File: config.mk
export PLATFORM = sky130hd
export DESIGN_NAME = zra_alarm_logic
export DESIGN_NICKNAME = d
export VERILOG_FILES = /design/src/hw/zra_pkg.sv /design/src/hw/zra_alarm_logic.sv
export SDC_FILE = /design/constraint.sdc
export NUM_CORES = 1
export LEC_CHECK = 0
export ABC_CLOCK_PERIOD_IN_PS = 4800
export BUFFER_PORTS_ARGS = -buffer_cell sky130_fd_sc_hd__buf_2
export CORE_MARGIN = 1
export CORE_UTILIZATION = 45
export CTS_BUF_LIST = sky130_fd_sc_hd__clkbuf_4 sky130_fd_sc_hd__clkbuf_8 sky130_fd_sc_hd__clkbuf_16
export DETAILED_ROUTE_END_ITERATION = 12
export GPL_TIMING_DRIVEN = 0
export PLACE_DENSITY = 0.65
export SLEW_MARGIN = 20
export SYNTH_ARGS = -nofsm -noshare
export SYNTH_HDL_FRONTEND = slang
export SYNTH_SLANG_ARGS = --single-unit
File: constraint.sdc
create_clock -name mclk -period 4.8 [get_ports mclk]
set_input_delay 0.48 -clock mclk [delete_from_list [all_inputs] [get_ports mclk]]
set_output_delay 0.48 -clock mclk [all_outputs]
set_load 0.01 [all_outputs]
File: src/hw/zra_pkg.sv
// Package: constants and types for the zone relay alarm logic
package zra_pkg;
    localparam int          ZRA_ZONES       = 9;         // Zone relay count
    localparam int          ZRA_MODS        = 5;         // Remote relay module count
    localparam int          ZRA_MOD_OUTS    = 4;         // Zone mapped outputs per module
    localparam logic [7:0]  ZRA_MOD_ADDR_LO = 8'h1e;     // First module address (30)
    localparam logic [7:0]  ZRA_MOD_ADDR_HI = 8'h22;     // Last module address (34)
    localparam int          ZRA_CLK_HZ      = 50000000;  // System clock rate
    localparam int          ZRA_TICK_S      = 1;         // Delay tick period in seconds
    localparam int          ZRA_TICK_CYC    = ZRA_CLK_HZ * ZRA_TICK_S;  // Cycles per tick
    localparam logic [5:0]  ZRA_MAX_MIN     = 6'h3b;     // Largest minutes field (59)
    localparam logic [5:0]  ZRA_MAX_SEC     = 6'h3b;     // Largest seconds field (59)
    localparam logic [11:0] ZRA_SEC_PER_MIN = 12'h03c;   // Seconds per minute
    localparam logic        ZRA_MOD_POL_NC  = 1'b0;      // Module polarity code: closed
    localparam logic        ZRA_MOD_POL_NO  = 1'b1;      // Module polarity code: open
    localparam logic [1:0]  ZRA_DLY_NONE    = 2'h0;      // Delay type: none
    localparam logic [1:0]  ZRA_DLY_ON      = 2'h1;      // Delay type: on-delay
    localparam logic [1:0]  ZRA_DLY_OFF     = 2'h2;      // Delay type: off-delay
    localparam int          ZRA_FKINDS      = 14;        // Decoded sensor fault kinds
    localparam logic [3:0]  ZRA_FK_GENERAL  = 4'hf;      // Code for any other fault
    // Transmitter poll sequencer states
    typedef enum logic [1:0] {
        ZRA_POLL_RUN   = 2'b01,
        ZRA_POLL_PAUSE = 2'b10
    } zra_poll_e;
endpackage

File: src/hw/zra_alarm_logic.sv
// Zone relay, horn, fault relay and poll sequencing logic
`timescale 1ns/100ps
`default_nettype none

// Notes on behaviour
// [RULE_01] Contact closes active if open, opens if closed
// [RULE_02] Latching zone holds alarm after condition ends
// [RULE_03] Only local unlatch command releases latched zone
// [RULE_04] Non-latching zone releases when condition ends
// [RULE_05] Delays apply only to non-latching zones
// [RULE_06] On-delay alarms after full delay while active
// [RULE_07] Off-delay holds alarm delay time after clear
// [RULE_08] Delay type none/on/off, time 00:00 to 59:59
// [RULE_09] Module outputs one-four follow mapped zones
// [RULE_10] Module output zero is horn, always closed-type
// [RULE_11] Module polarity 0 closed 1 open, outputs 1-4
// [RULE_12] Five modules at addresses thirty to thirty-four
// [RULE_13] Selected module offline until answer at address
// [RULE_14] Fault relay on when any transmitter comm fails
// [RULE_15] All-units-lost flag when every transmitter fails
// [RULE_16] Silence turns horns off; needs-silence while sounding
// [RULE_17] Silence never clears a latched zone
// [RULE_18] Zone-latched flag while any zone latched
// [RULE_19] Running steps addresses; paused holds current address
// [RULE_20] Remote unlatch requests unlatch on every transmitter
// [RULE_21] Fourteen fault kinds decoded, others general
// [RULE_22] Delay timers count seconds, restart on change
module zra_alarm_logic
    import zra_pkg::*;
#(
    parameter int TICK_CYC = ZRA_TICK_CYC,  // Cycles per one-second tick
    parameter int NUM_TX   = 16,            // Polled transmitter count
    parameter int TXA_W    = 8              // Transmitter address width
) (
    // Clock and reset
    input  wire logic                          mclk,
    input  wire logic                          nrst,

    // Zone alarm conditions and settings
    input  wire logic [ZRA_ZONES-1:0]          zone_cond,
    input  wire logic [ZRA_ZONES-1:0]          zone_pol_no,
    input  wire logic [ZRA_ZONES-1:0]          zone_latch_en,
    input  wire logic [ZRA_ZONES*2-1:0]        zone_dly_type,
    input  wire logic [ZRA_ZONES*6-1:0]        zone_dly_min,
    input  wire logic [ZRA_ZONES*6-1:0]        zone_dly_sec,

    // Operator buttons, one-cycle pulses
    input  wire logic                          unlatch_local,
    input  wire logic                          unlatch_remote,
    input  wire logic                          silence,
    input  wire logic                          run_toggle,
    input  wire logic                          pick_addr_req,
    input  wire logic [TXA_W-1:0]              pick_addr,

    // Remote module settings and answers
    input  wire logic [ZRA_MODS-1:0]           mod_sel,
    input  wire logic [ZRA_MODS-1:0]           mod_pol,
    input  wire logic [ZRA_MODS*ZRA_MOD_OUTS*ZRA_ZONES-1:0] mod_map,
    input  wire logic                          mod_answer,
    input  wire logic [TXA_W-1:0]              mod_answer_addr,

    // Transmitter link status
    input  wire logic [NUM_TX-1:0]             tx_polled,
    input  wire logic [NUM_TX-1:0]             tx_comm_fail,
    input  wire logic [7:0]                    fault_code,

    // Zone and module relay contacts (1 = closed), zone alarm and module offline flags
    output logic [ZRA_ZONES-1:0]               zone_contact,
    output logic [ZRA_ZONES-1:0]               zone_alarm,
    output logic [ZRA_MODS-1:0]                horn_output,
    output logic [ZRA_MODS*ZRA_MOD_OUTS-1:0]   zone_mapped_outputs,
    output logic [ZRA_MODS-1:0]                mod_offline,

    // Indicators
    output logic                               fault_relay,
    output logic                               all_units_lost,
    output logic                               horn_needs_silence,
    output logic                               zone_latched,
    output logic                               remote_unlatch_req,
    output logic [3:0]                         fault_kind,
    output logic                               polling_run,
    output logic [TXA_W-1:0]                   transmitter_address
);
    // One-second tick divider
    logic [31:0]          tick_cnt_r;   // Cycle count within a second
    logic                 tick;         // One-cycle second pulse

    assign tick = (tick_cnt_r == 32'(TICK_CYC - 1)); // [RULE_22]

    // Second divider
    always_ff @(posedge mclk or negedge nrst) begin
        if (!nrst) tick_cnt_r <= 32'h0;
        else if (tick) tick_cnt_r <= 32'h0;
        else tick_cnt_r <= tick_cnt_r + 32'h1;
    end

    // Per-zone state
    logic [ZRA_ZONES-1:0] alarm_r;      // Zone in alarming state
    logic [ZRA_ZONES-1:0] latched_r;    // Zone held by latch
    logic [ZRA_ZONES-1:0] cond_q_r;     // Condition seen last cycle

    genvar z;
    generate
        for (z = 0; z < ZRA_ZONES; z++) begin : g_zone
            logic [11:0] secs_r;        // Elapsed whole seconds
            logic [11:0] dly_sec;       // Delay limit in seconds
            logic [5:0]  mm;            // Minutes field clamped
            logic [5:0]  ss;            // Seconds field clamped
            logic [1:0]  dtype;         // Effective delay type
            logic        done;          // Delay fully elapsed
            logic        alarm_nxt;     // Next alarming state
            logic [11:0] secs_eff;      // Seconds as seen now

            assign mm = (zone_dly_min[z*6 +: 6] > ZRA_MAX_MIN) ? ZRA_MAX_MIN
                                                                : zone_dly_min[z*6 +: 6]; // [RULE_08]
            assign ss = (zone_dly_sec[z*6 +: 6] > ZRA_MAX_SEC) ? ZRA_MAX_SEC
                                                                : zone_dly_sec[z*6 +: 6]; // [RULE_08]
            assign dly_sec = 12'(mm * ZRA_SEC_PER_MIN) + {6'h0, ss};

            // Latching masks off the delay settings
            assign dtype = zone_latch_en[z] ? ZRA_DLY_NONE : zone_dly_type[z*2 +: 2]; // [RULE_05]
            // Edge reads as zero
            assign secs_eff = (zone_cond[z] != cond_q_r[z]) ? 12'h0 : secs_r; // [RULE_22]
            assign done     = (secs_eff >= dly_sec);

            // Next alarming state per delay type
            always_comb begin
                alarm_nxt = zone_cond[z];               // [RULE_04]
                if (dtype == ZRA_DLY_ON) begin
                    alarm_nxt = zone_cond[z] && (alarm_r[z] || done); // [RULE_06]
                end else if (dtype == ZRA_DLY_OFF) begin
                    alarm_nxt = zone_cond[z] || (alarm_r[z] && !done); // [RULE_07]
                end
                if (latched_r[z]) begin
                    alarm_nxt = 1'b1;                   // [RULE_02]
                end
            end

            // Seconds timer restarts on each condition edge
            always_ff @(posedge mclk or negedge nrst) begin
                if (!nrst) secs_r <= 12'h0;
                else if (zone_cond[z] != cond_q_r[z]) secs_r <= 12'h0; // [RULE_22]
                else if (tick && !done) secs_r <= secs_r + 12'h1;      // [RULE_22]
            end

            // Alarm and latch state; silence has no effect here
            always_ff @(posedge mclk or negedge nrst) begin
                if (!nrst) begin
                    alarm_r[z]   <= 1'b0;
                    latched_r[z] <= 1'b0;
                    cond_q_r[z]  <= 1'b0;
                end else begin
                    cond_q_r[z] <= zone_cond[z];
                    if (zone_latch_en[z] && zone_cond[z]) begin
                        latched_r[z] <= 1'b1;           // [RULE_02]
                        alarm_r[z]   <= 1'b1;
                    end else if (unlatch_local && latched_r[z]) begin
                        latched_r[z] <= 1'b0;           // [RULE_03] [RULE_17]
                        alarm_r[z]   <= zone_cond[z] && (dtype != ZRA_DLY_ON);
                    end else begin
                        alarm_r[z]   <= alarm_nxt;
                    end
                end
            end
        end
    endgenerate

    // Contact drive from polarity
    assign zone_alarm   = alarm_r;
    assign zone_contact = ~(alarm_r ^ zone_pol_no);    // [RULE_01]
    // Any zone latched
    assign zone_latched = |latched_r;                  // [RULE_18]

    // Horn state: sounds on any new alarm, silence turns it off
    logic                 horn_on_r;    // Horns sounding
    logic [ZRA_ZONES-1:0] alarm_q_r;    // Alarm state last cycle
    logic                 new_alarm;    // A zone just went alarming

    assign new_alarm = |(alarm_r & ~alarm_q_r);

    // Horn set and clear
    always_ff @(posedge mclk or negedge nrst) begin
        if (!nrst) begin
            horn_on_r <= 1'b0;
            alarm_q_r <= '0;
        end else begin
            alarm_q_r <= alarm_r;
            if (new_alarm) horn_on_r <= 1'b1;           // Set wins over silence
            else if (silence || !(|alarm_r)) horn_on_r <= 1'b0; // [RULE_16]
        end
    end

    // Panel indicator
    assign horn_needs_silence = horn_on_r;             // [RULE_16]

    // Remote module outputs
    genvar m, o;
    generate
        for (m = 0; m < ZRA_MODS; m++) begin : g_mod
            // Horn output is always closed-type: opens while sounding
            assign horn_output[m] = ~horn_on_r;         // [RULE_10]

            for (o = 0; o < ZRA_MOD_OUTS; o++) begin : g_out
                logic act;              // Any mapped zone alarming
                assign act = |(alarm_r & mod_map[(m*ZRA_MOD_OUTS+o)*ZRA_ZONES +: ZRA_ZONES]); // [RULE_09]
                assign zone_mapped_outputs[m*ZRA_MOD_OUTS+o] =
                    (mod_pol[m] == ZRA_MOD_POL_NO) ? act : ~act; // [RULE_11]
            end
        end
    endgenerate

    // Module presence tracking
    logic [ZRA_MODS-1:0]  seen_r;       // Module answered at its address
    logic [TXA_W-1:0]     ans_idx;      // Answer address minus base
    logic                 ans_ok;       // Answer lies in module range

    assign ans_ok  = mod_answer && (mod_answer_addr >= TXA_W'(ZRA_MOD_ADDR_LO))
                                && (mod_answer_addr <= TXA_W'(ZRA_MOD_ADDR_HI)); // [RULE_12]
    assign ans_idx = mod_answer_addr - TXA_W'(ZRA_MOD_ADDR_LO);

    // Deselect forgets answers
    always_ff @(posedge mclk or negedge nrst) begin
        if (!nrst) seen_r <= '0;
        else begin
            for (int i = 0; i < ZRA_MODS; i++) begin
                if (!mod_sel[i]) seen_r[i] <= 1'b0;
                else if (ans_ok && ans_idx == TXA_W'(i)) seen_r[i] <= 1'b1; // [RULE_13]
            end
        end
    end

    // Offline until heard
    assign mod_offline = mod_sel & ~seen_r;            // [RULE_13]

    // Communication fault indications
    logic [NUM_TX-1:0]    lost;         // Polled and failing

    assign lost           = tx_polled & tx_comm_fail;
    // Comm fault relay
    assign fault_relay    = |lost;                                  // [RULE_14]
    assign all_units_lost = (|tx_polled) && (lost == tx_polled);    // [RULE_15]

    // Remote unlatch request pulse to all transmitters
    logic                 runl_r;       // Broadcast unlatch pulse

    // One-cycle broadcast
    always_ff @(posedge mclk or negedge nrst) begin
        if (!nrst) runl_r <= 1'b0;
        else runl_r <= unlatch_remote;                  // [RULE_20]
    end

    // To every transmitter
    assign remote_unlatch_req = runl_r;

    // Fault code decode: codes 0..13 specific, rest general
    logic [3:0]           fk_r;         // Decoded fault kind

    // Reset reads general
    always_ff @(posedge mclk or negedge nrst) begin
        if (!nrst) fk_r <= ZRA_FK_GENERAL;
        else if (fault_code < 8'(ZRA_FKINDS)) fk_r <= fault_code[3:0]; // [RULE_21]
        else fk_r <= ZRA_FK_GENERAL;                    // [RULE_21]
    end

    assign fault_kind = fk_r;

    // Poll sequencer
    zra_poll_e            poll_r;       // Running or paused
    logic [TXA_W-1:0]     addr_r;       // Current transmitter address

    // Pick wins over toggle
    always_ff @(posedge mclk or negedge nrst) begin
        if (!nrst) begin
            poll_r <= ZRA_POLL_RUN;
            addr_r <= '0;
        end else begin
            if (pick_addr_req) begin
                poll_r <= ZRA_POLL_PAUSE;
                addr_r <= pick_addr;
            end else begin
                case (poll_r)
                    ZRA_POLL_RUN: begin
                        if (run_toggle) poll_r <= ZRA_POLL_PAUSE;
                        else if (tick) begin    // [RULE_19]
                            addr_r <= (addr_r == TXA_W'(NUM_TX - 1)) ? '0 : addr_r + 1'b1;
                        end
                    end
                    ZRA_POLL_PAUSE: begin
                        if (run_toggle) poll_r <= ZRA_POLL_RUN; // [RULE_19]
                    end
                    default: poll_r <= ZRA_POLL_RUN;
                endcase
            end
        end
    end

    // Sequencer to panel
    assign polling_run         = (poll_r == ZRA_POLL_RUN);
    assign transmitter_address = addr_r;
endmodule

`default_nettype wire

==> results_dict.tcl <==
set metrics [dict create \
    status "finished, violations left" \
    failed_checks "hold timing, setup timing" \
    yosysMostFrequentCell "ha_1" \
    die_y_um 219 \
    synthesis.nets 3181 \
    setup_violations 104 \
    ys_top_cells_by_area "dfrtp_1 23%, ha_1 16%, fa_1 7.6%" \
    routed_wl_um 70900 \
    rsz0062_at_grt "yes" \
    cap_violations 0 \
    required_ns 5.18 \
    cts_tree "yes" \
    synth_area_leader_cell "dfrtp_1" \
    synth_cells 2420 \
    powerDensity_nw_per_um2 286 \
    end_kind "flop" \
    synth_common_cells "273 x ha_1, 242 x inv_1, 212 x nor2_1" \
    synth.area.mux_share 0.00696 \
    layout_setup_ws_ns -0.576 \
    yosysUniqueCellTypes 67 \
    fin_cells 3706 \
    ioPinCount 473 \
    hold_path.class "input pin to async pin" \
    synth_edf_count 0 \
    arrival_ns 5.75 \
    slew_violations 0 \
    irDropWorstVdd_mv 0.248 \
    synthFlopType "dfrtp_1" \
    vias 20600 \
    post-route-period-util 1.12 \
    synthAdderAreaFrac 0.237 \
    nNetsFinal 3827 \
    cts_buffers 17 \
    timing.fmax_mhz 186 \
    p_leak_uw 0.0140 \
    startpoint_type "input pin" \
    fp.coreArea_sq_um 46600 \
    clk_pin_slew_ns 0.08 \
    worstPathMaxFanout 6 \
    synth_top_family_by_area "adder cells" \
    htree_levels 4 \
    grt_pass1_vias 20700 \
    yosys.area_share.simple 0.192 \
    drt_first_pass_iters 6 \
    ant_nets 0 \
    antenna_found_initial 20 \
    clock_sinks 197 \
    relSlewSlack 0.220 \
    place_congestion 0.875 \
    drive_gt1_frac 0.321 \
    ys_warn_count 0 \
    avgRoutedWirePerCell_um 19.1 \
    grt-ovfl-total 0 \
    place_hpwl_um 55400 \
    area_delta_synth_final_pct 34.1 \
    grt_usage 0.291 \
    clk_latency_ns 0.46 \
    worstMarginPinSlew_ns 1.17 \
    synth_area_per_cell_sq_um 8.77 \
    synth_top_area_frac 0.226 \
    synth_compound_area_frac 0.162 \
    initial_core_util 0.456 \
    synth-xor-area-share 0.110 \
    grt_max_degree 75 \
    ys_seq_area_frac 0.233 \
    synthArstFlopShare 1.00 \
    synth-seq-cells 197 \
    pre_cts_slack_ns -1.35 \
    design.die.area_sq_um 48000 \
    placed_cells 3503 \
    grt_pass1_wl_um 108000 \
    crit_type "input pin to flop" \
    numPortBuffers 472 \
    drtIter0Drc 977 \
    hold_ws_ns -0.0142 \
    rows 79 \
    hold_viol 8 \
    drc_errors 0 \
    clock_path_buffers 2 \
    fp.dieW_um 219 \
    vias_per_cell 5.56 \
    skew_ns 0.0188 \
    cts_root_buf "clkbuf_16" \
    netlist_area_sq_um 21200 \
    post-route-min-period_ns 5.38 \
]
registers in the layout, indices dropped and copies added, names as in the netlist, 2 cells and up:
register,cells
cond_q_r,9
zone_alarm,9
seen_r,5
g_zone.secs_r,108
fault_kind,4
latched_r,9
tick_cnt_r,32
transmitter_address,8
alarm_q_r,9
poll_r,2
cells by family (layout without fill, tap and decap cells):
group | count (synthesis) | after routing
simple gates | 787 | 787
compound gates | 485 | 485
fa+ha+maj | 354 | 354
buf+inv | 326 | 985
xor+xnor | 257 | 257
flops | 197 | 197
mux | 14 | 14
other cells | 0 | 20
worst paths after layout:
| check | slack, ns | start | cells past startpoint | to |
|---|---|---|---|---|
| worst max-delay path | -0.58 | zone_dly_min[11] | 24 | g_zone[1].secs_r[10] |
| worst min-delay path | -0.01 | nrst | 1 | g_zone[0].secs_r[0] |
| worst max register to register | 1.21 | cond_q_r[5] | 13 | g_zone[5].secs_r[9] |
| worst min register to register | 0.49 | tick_cnt_r[31] | 1 | tick_cnt_r[31] |
| max in group asynchronous | 3.99 | nrst | 2 | g_zone[2].secs_r[7] |
| min in group mclk | 0.19 | unlatch_remote | 1 | remote_unlatch_req |
timing repair:
| item | CTS | global route |
|---|---|---|
| hold buffers | 0 | 0 |
| resized for setup | 171 | 164 |
| hold endpoints to repair | 0 | 0 |
| pin swaps | 160 | 116 |
| gates cloned | 1 | 0 |
| setup buffers | 119 | 37 |
| endpoints found under the setup margin | 116 | 117 |
metrics by stage:
stage	total power, uW	setup TNS [ns]	area, sq um	utilization
2_1_floorplan	4740	-43.48	21900	-
3_3_place_gp	5630	-131.55	25000	0.538
3_5_place_dp	5770	-107.53	25100	0.540
4_1_cts	7720	-23.63	27300	0.587
5_1_grt	8790	-48.84	28400	0.611
6_report	8150	-26.40	28500	0.611
area by class of cell:
type	instances	area [sq um]
Tap cell	607	759
Sequential cell	197	4940
Antenna cell	20	50.0
Multi-Input combinational cell	1897	17000
Clock buffer	19	453
Fill cell	3959	18100
Buffer	84	377
Timing Repair Buffer	627	3890
Inverter	242	908
Clock inverter	13	114
placed cells by master, fill, tap and decap left out, types with 18 or more instances in the layout:
master    instances
nand4_1          46
xnor2_1         109
or2_4            23
and3_1           22
a31oi_1          21
fa_1             76
inv_1           230
buf_2           455
nand2b_1         28
a22oi_1          41
nand2_1         107
a21oi_2          36
and2_1           98
a222oi_1         20
o21ai_0          50
nor2_1          190
nor3_1           18
dfrtp_1         192
diode_2          20
nand3_1          53
buf_4           121
a21oi_1          65
a21o_1           44
clkbuf_1         74
a221oi_1         29
xor2_1          117
ha_1            246
ha_4             25
buf_6            34
buf_8            22
routing by layer:
metal / track usage / up-vias / wire length (um)
met3: 0.0545 / 169 / 3750
met1: 0.337 / 9984 / 28500
li1: - / 9819 / -
met2: 0.506 / 619 / 34800
met4: 0.153 / 2 / 3790
met5: 0 / - / 13
worst max-delay path, stage by stage:
cell,delay (ns)
buf_8,0.10
ha_4,0.16
and3_4,0.15
or2_4,0.27
fa_1,0.49
fa_1,0.61
inv_2,0.05
fa_1,0.49
inv_2,0.05
ha_4,0.27
o21ai_2,0.05
nor2_2,0.11
o21bai_1,0.09
nand3b_1,0.24
xnor2_2,0.18
ha_1,0.32
a21o_1,0.16
a211o_1,0.35
a211oi_4,0.33
buf_4,0.18
o21ai_4,0.06
buf_6,0.13
or3_4,0.32
a21oi_2,0.11
power by group:
group	internal, uW	switching, uW	total [uW]
sequential	1700	73.2	1770
clock	710	718	1430
combinational	2340	2610	4950
Note: power is estimated with default switching activity, not from simulation.
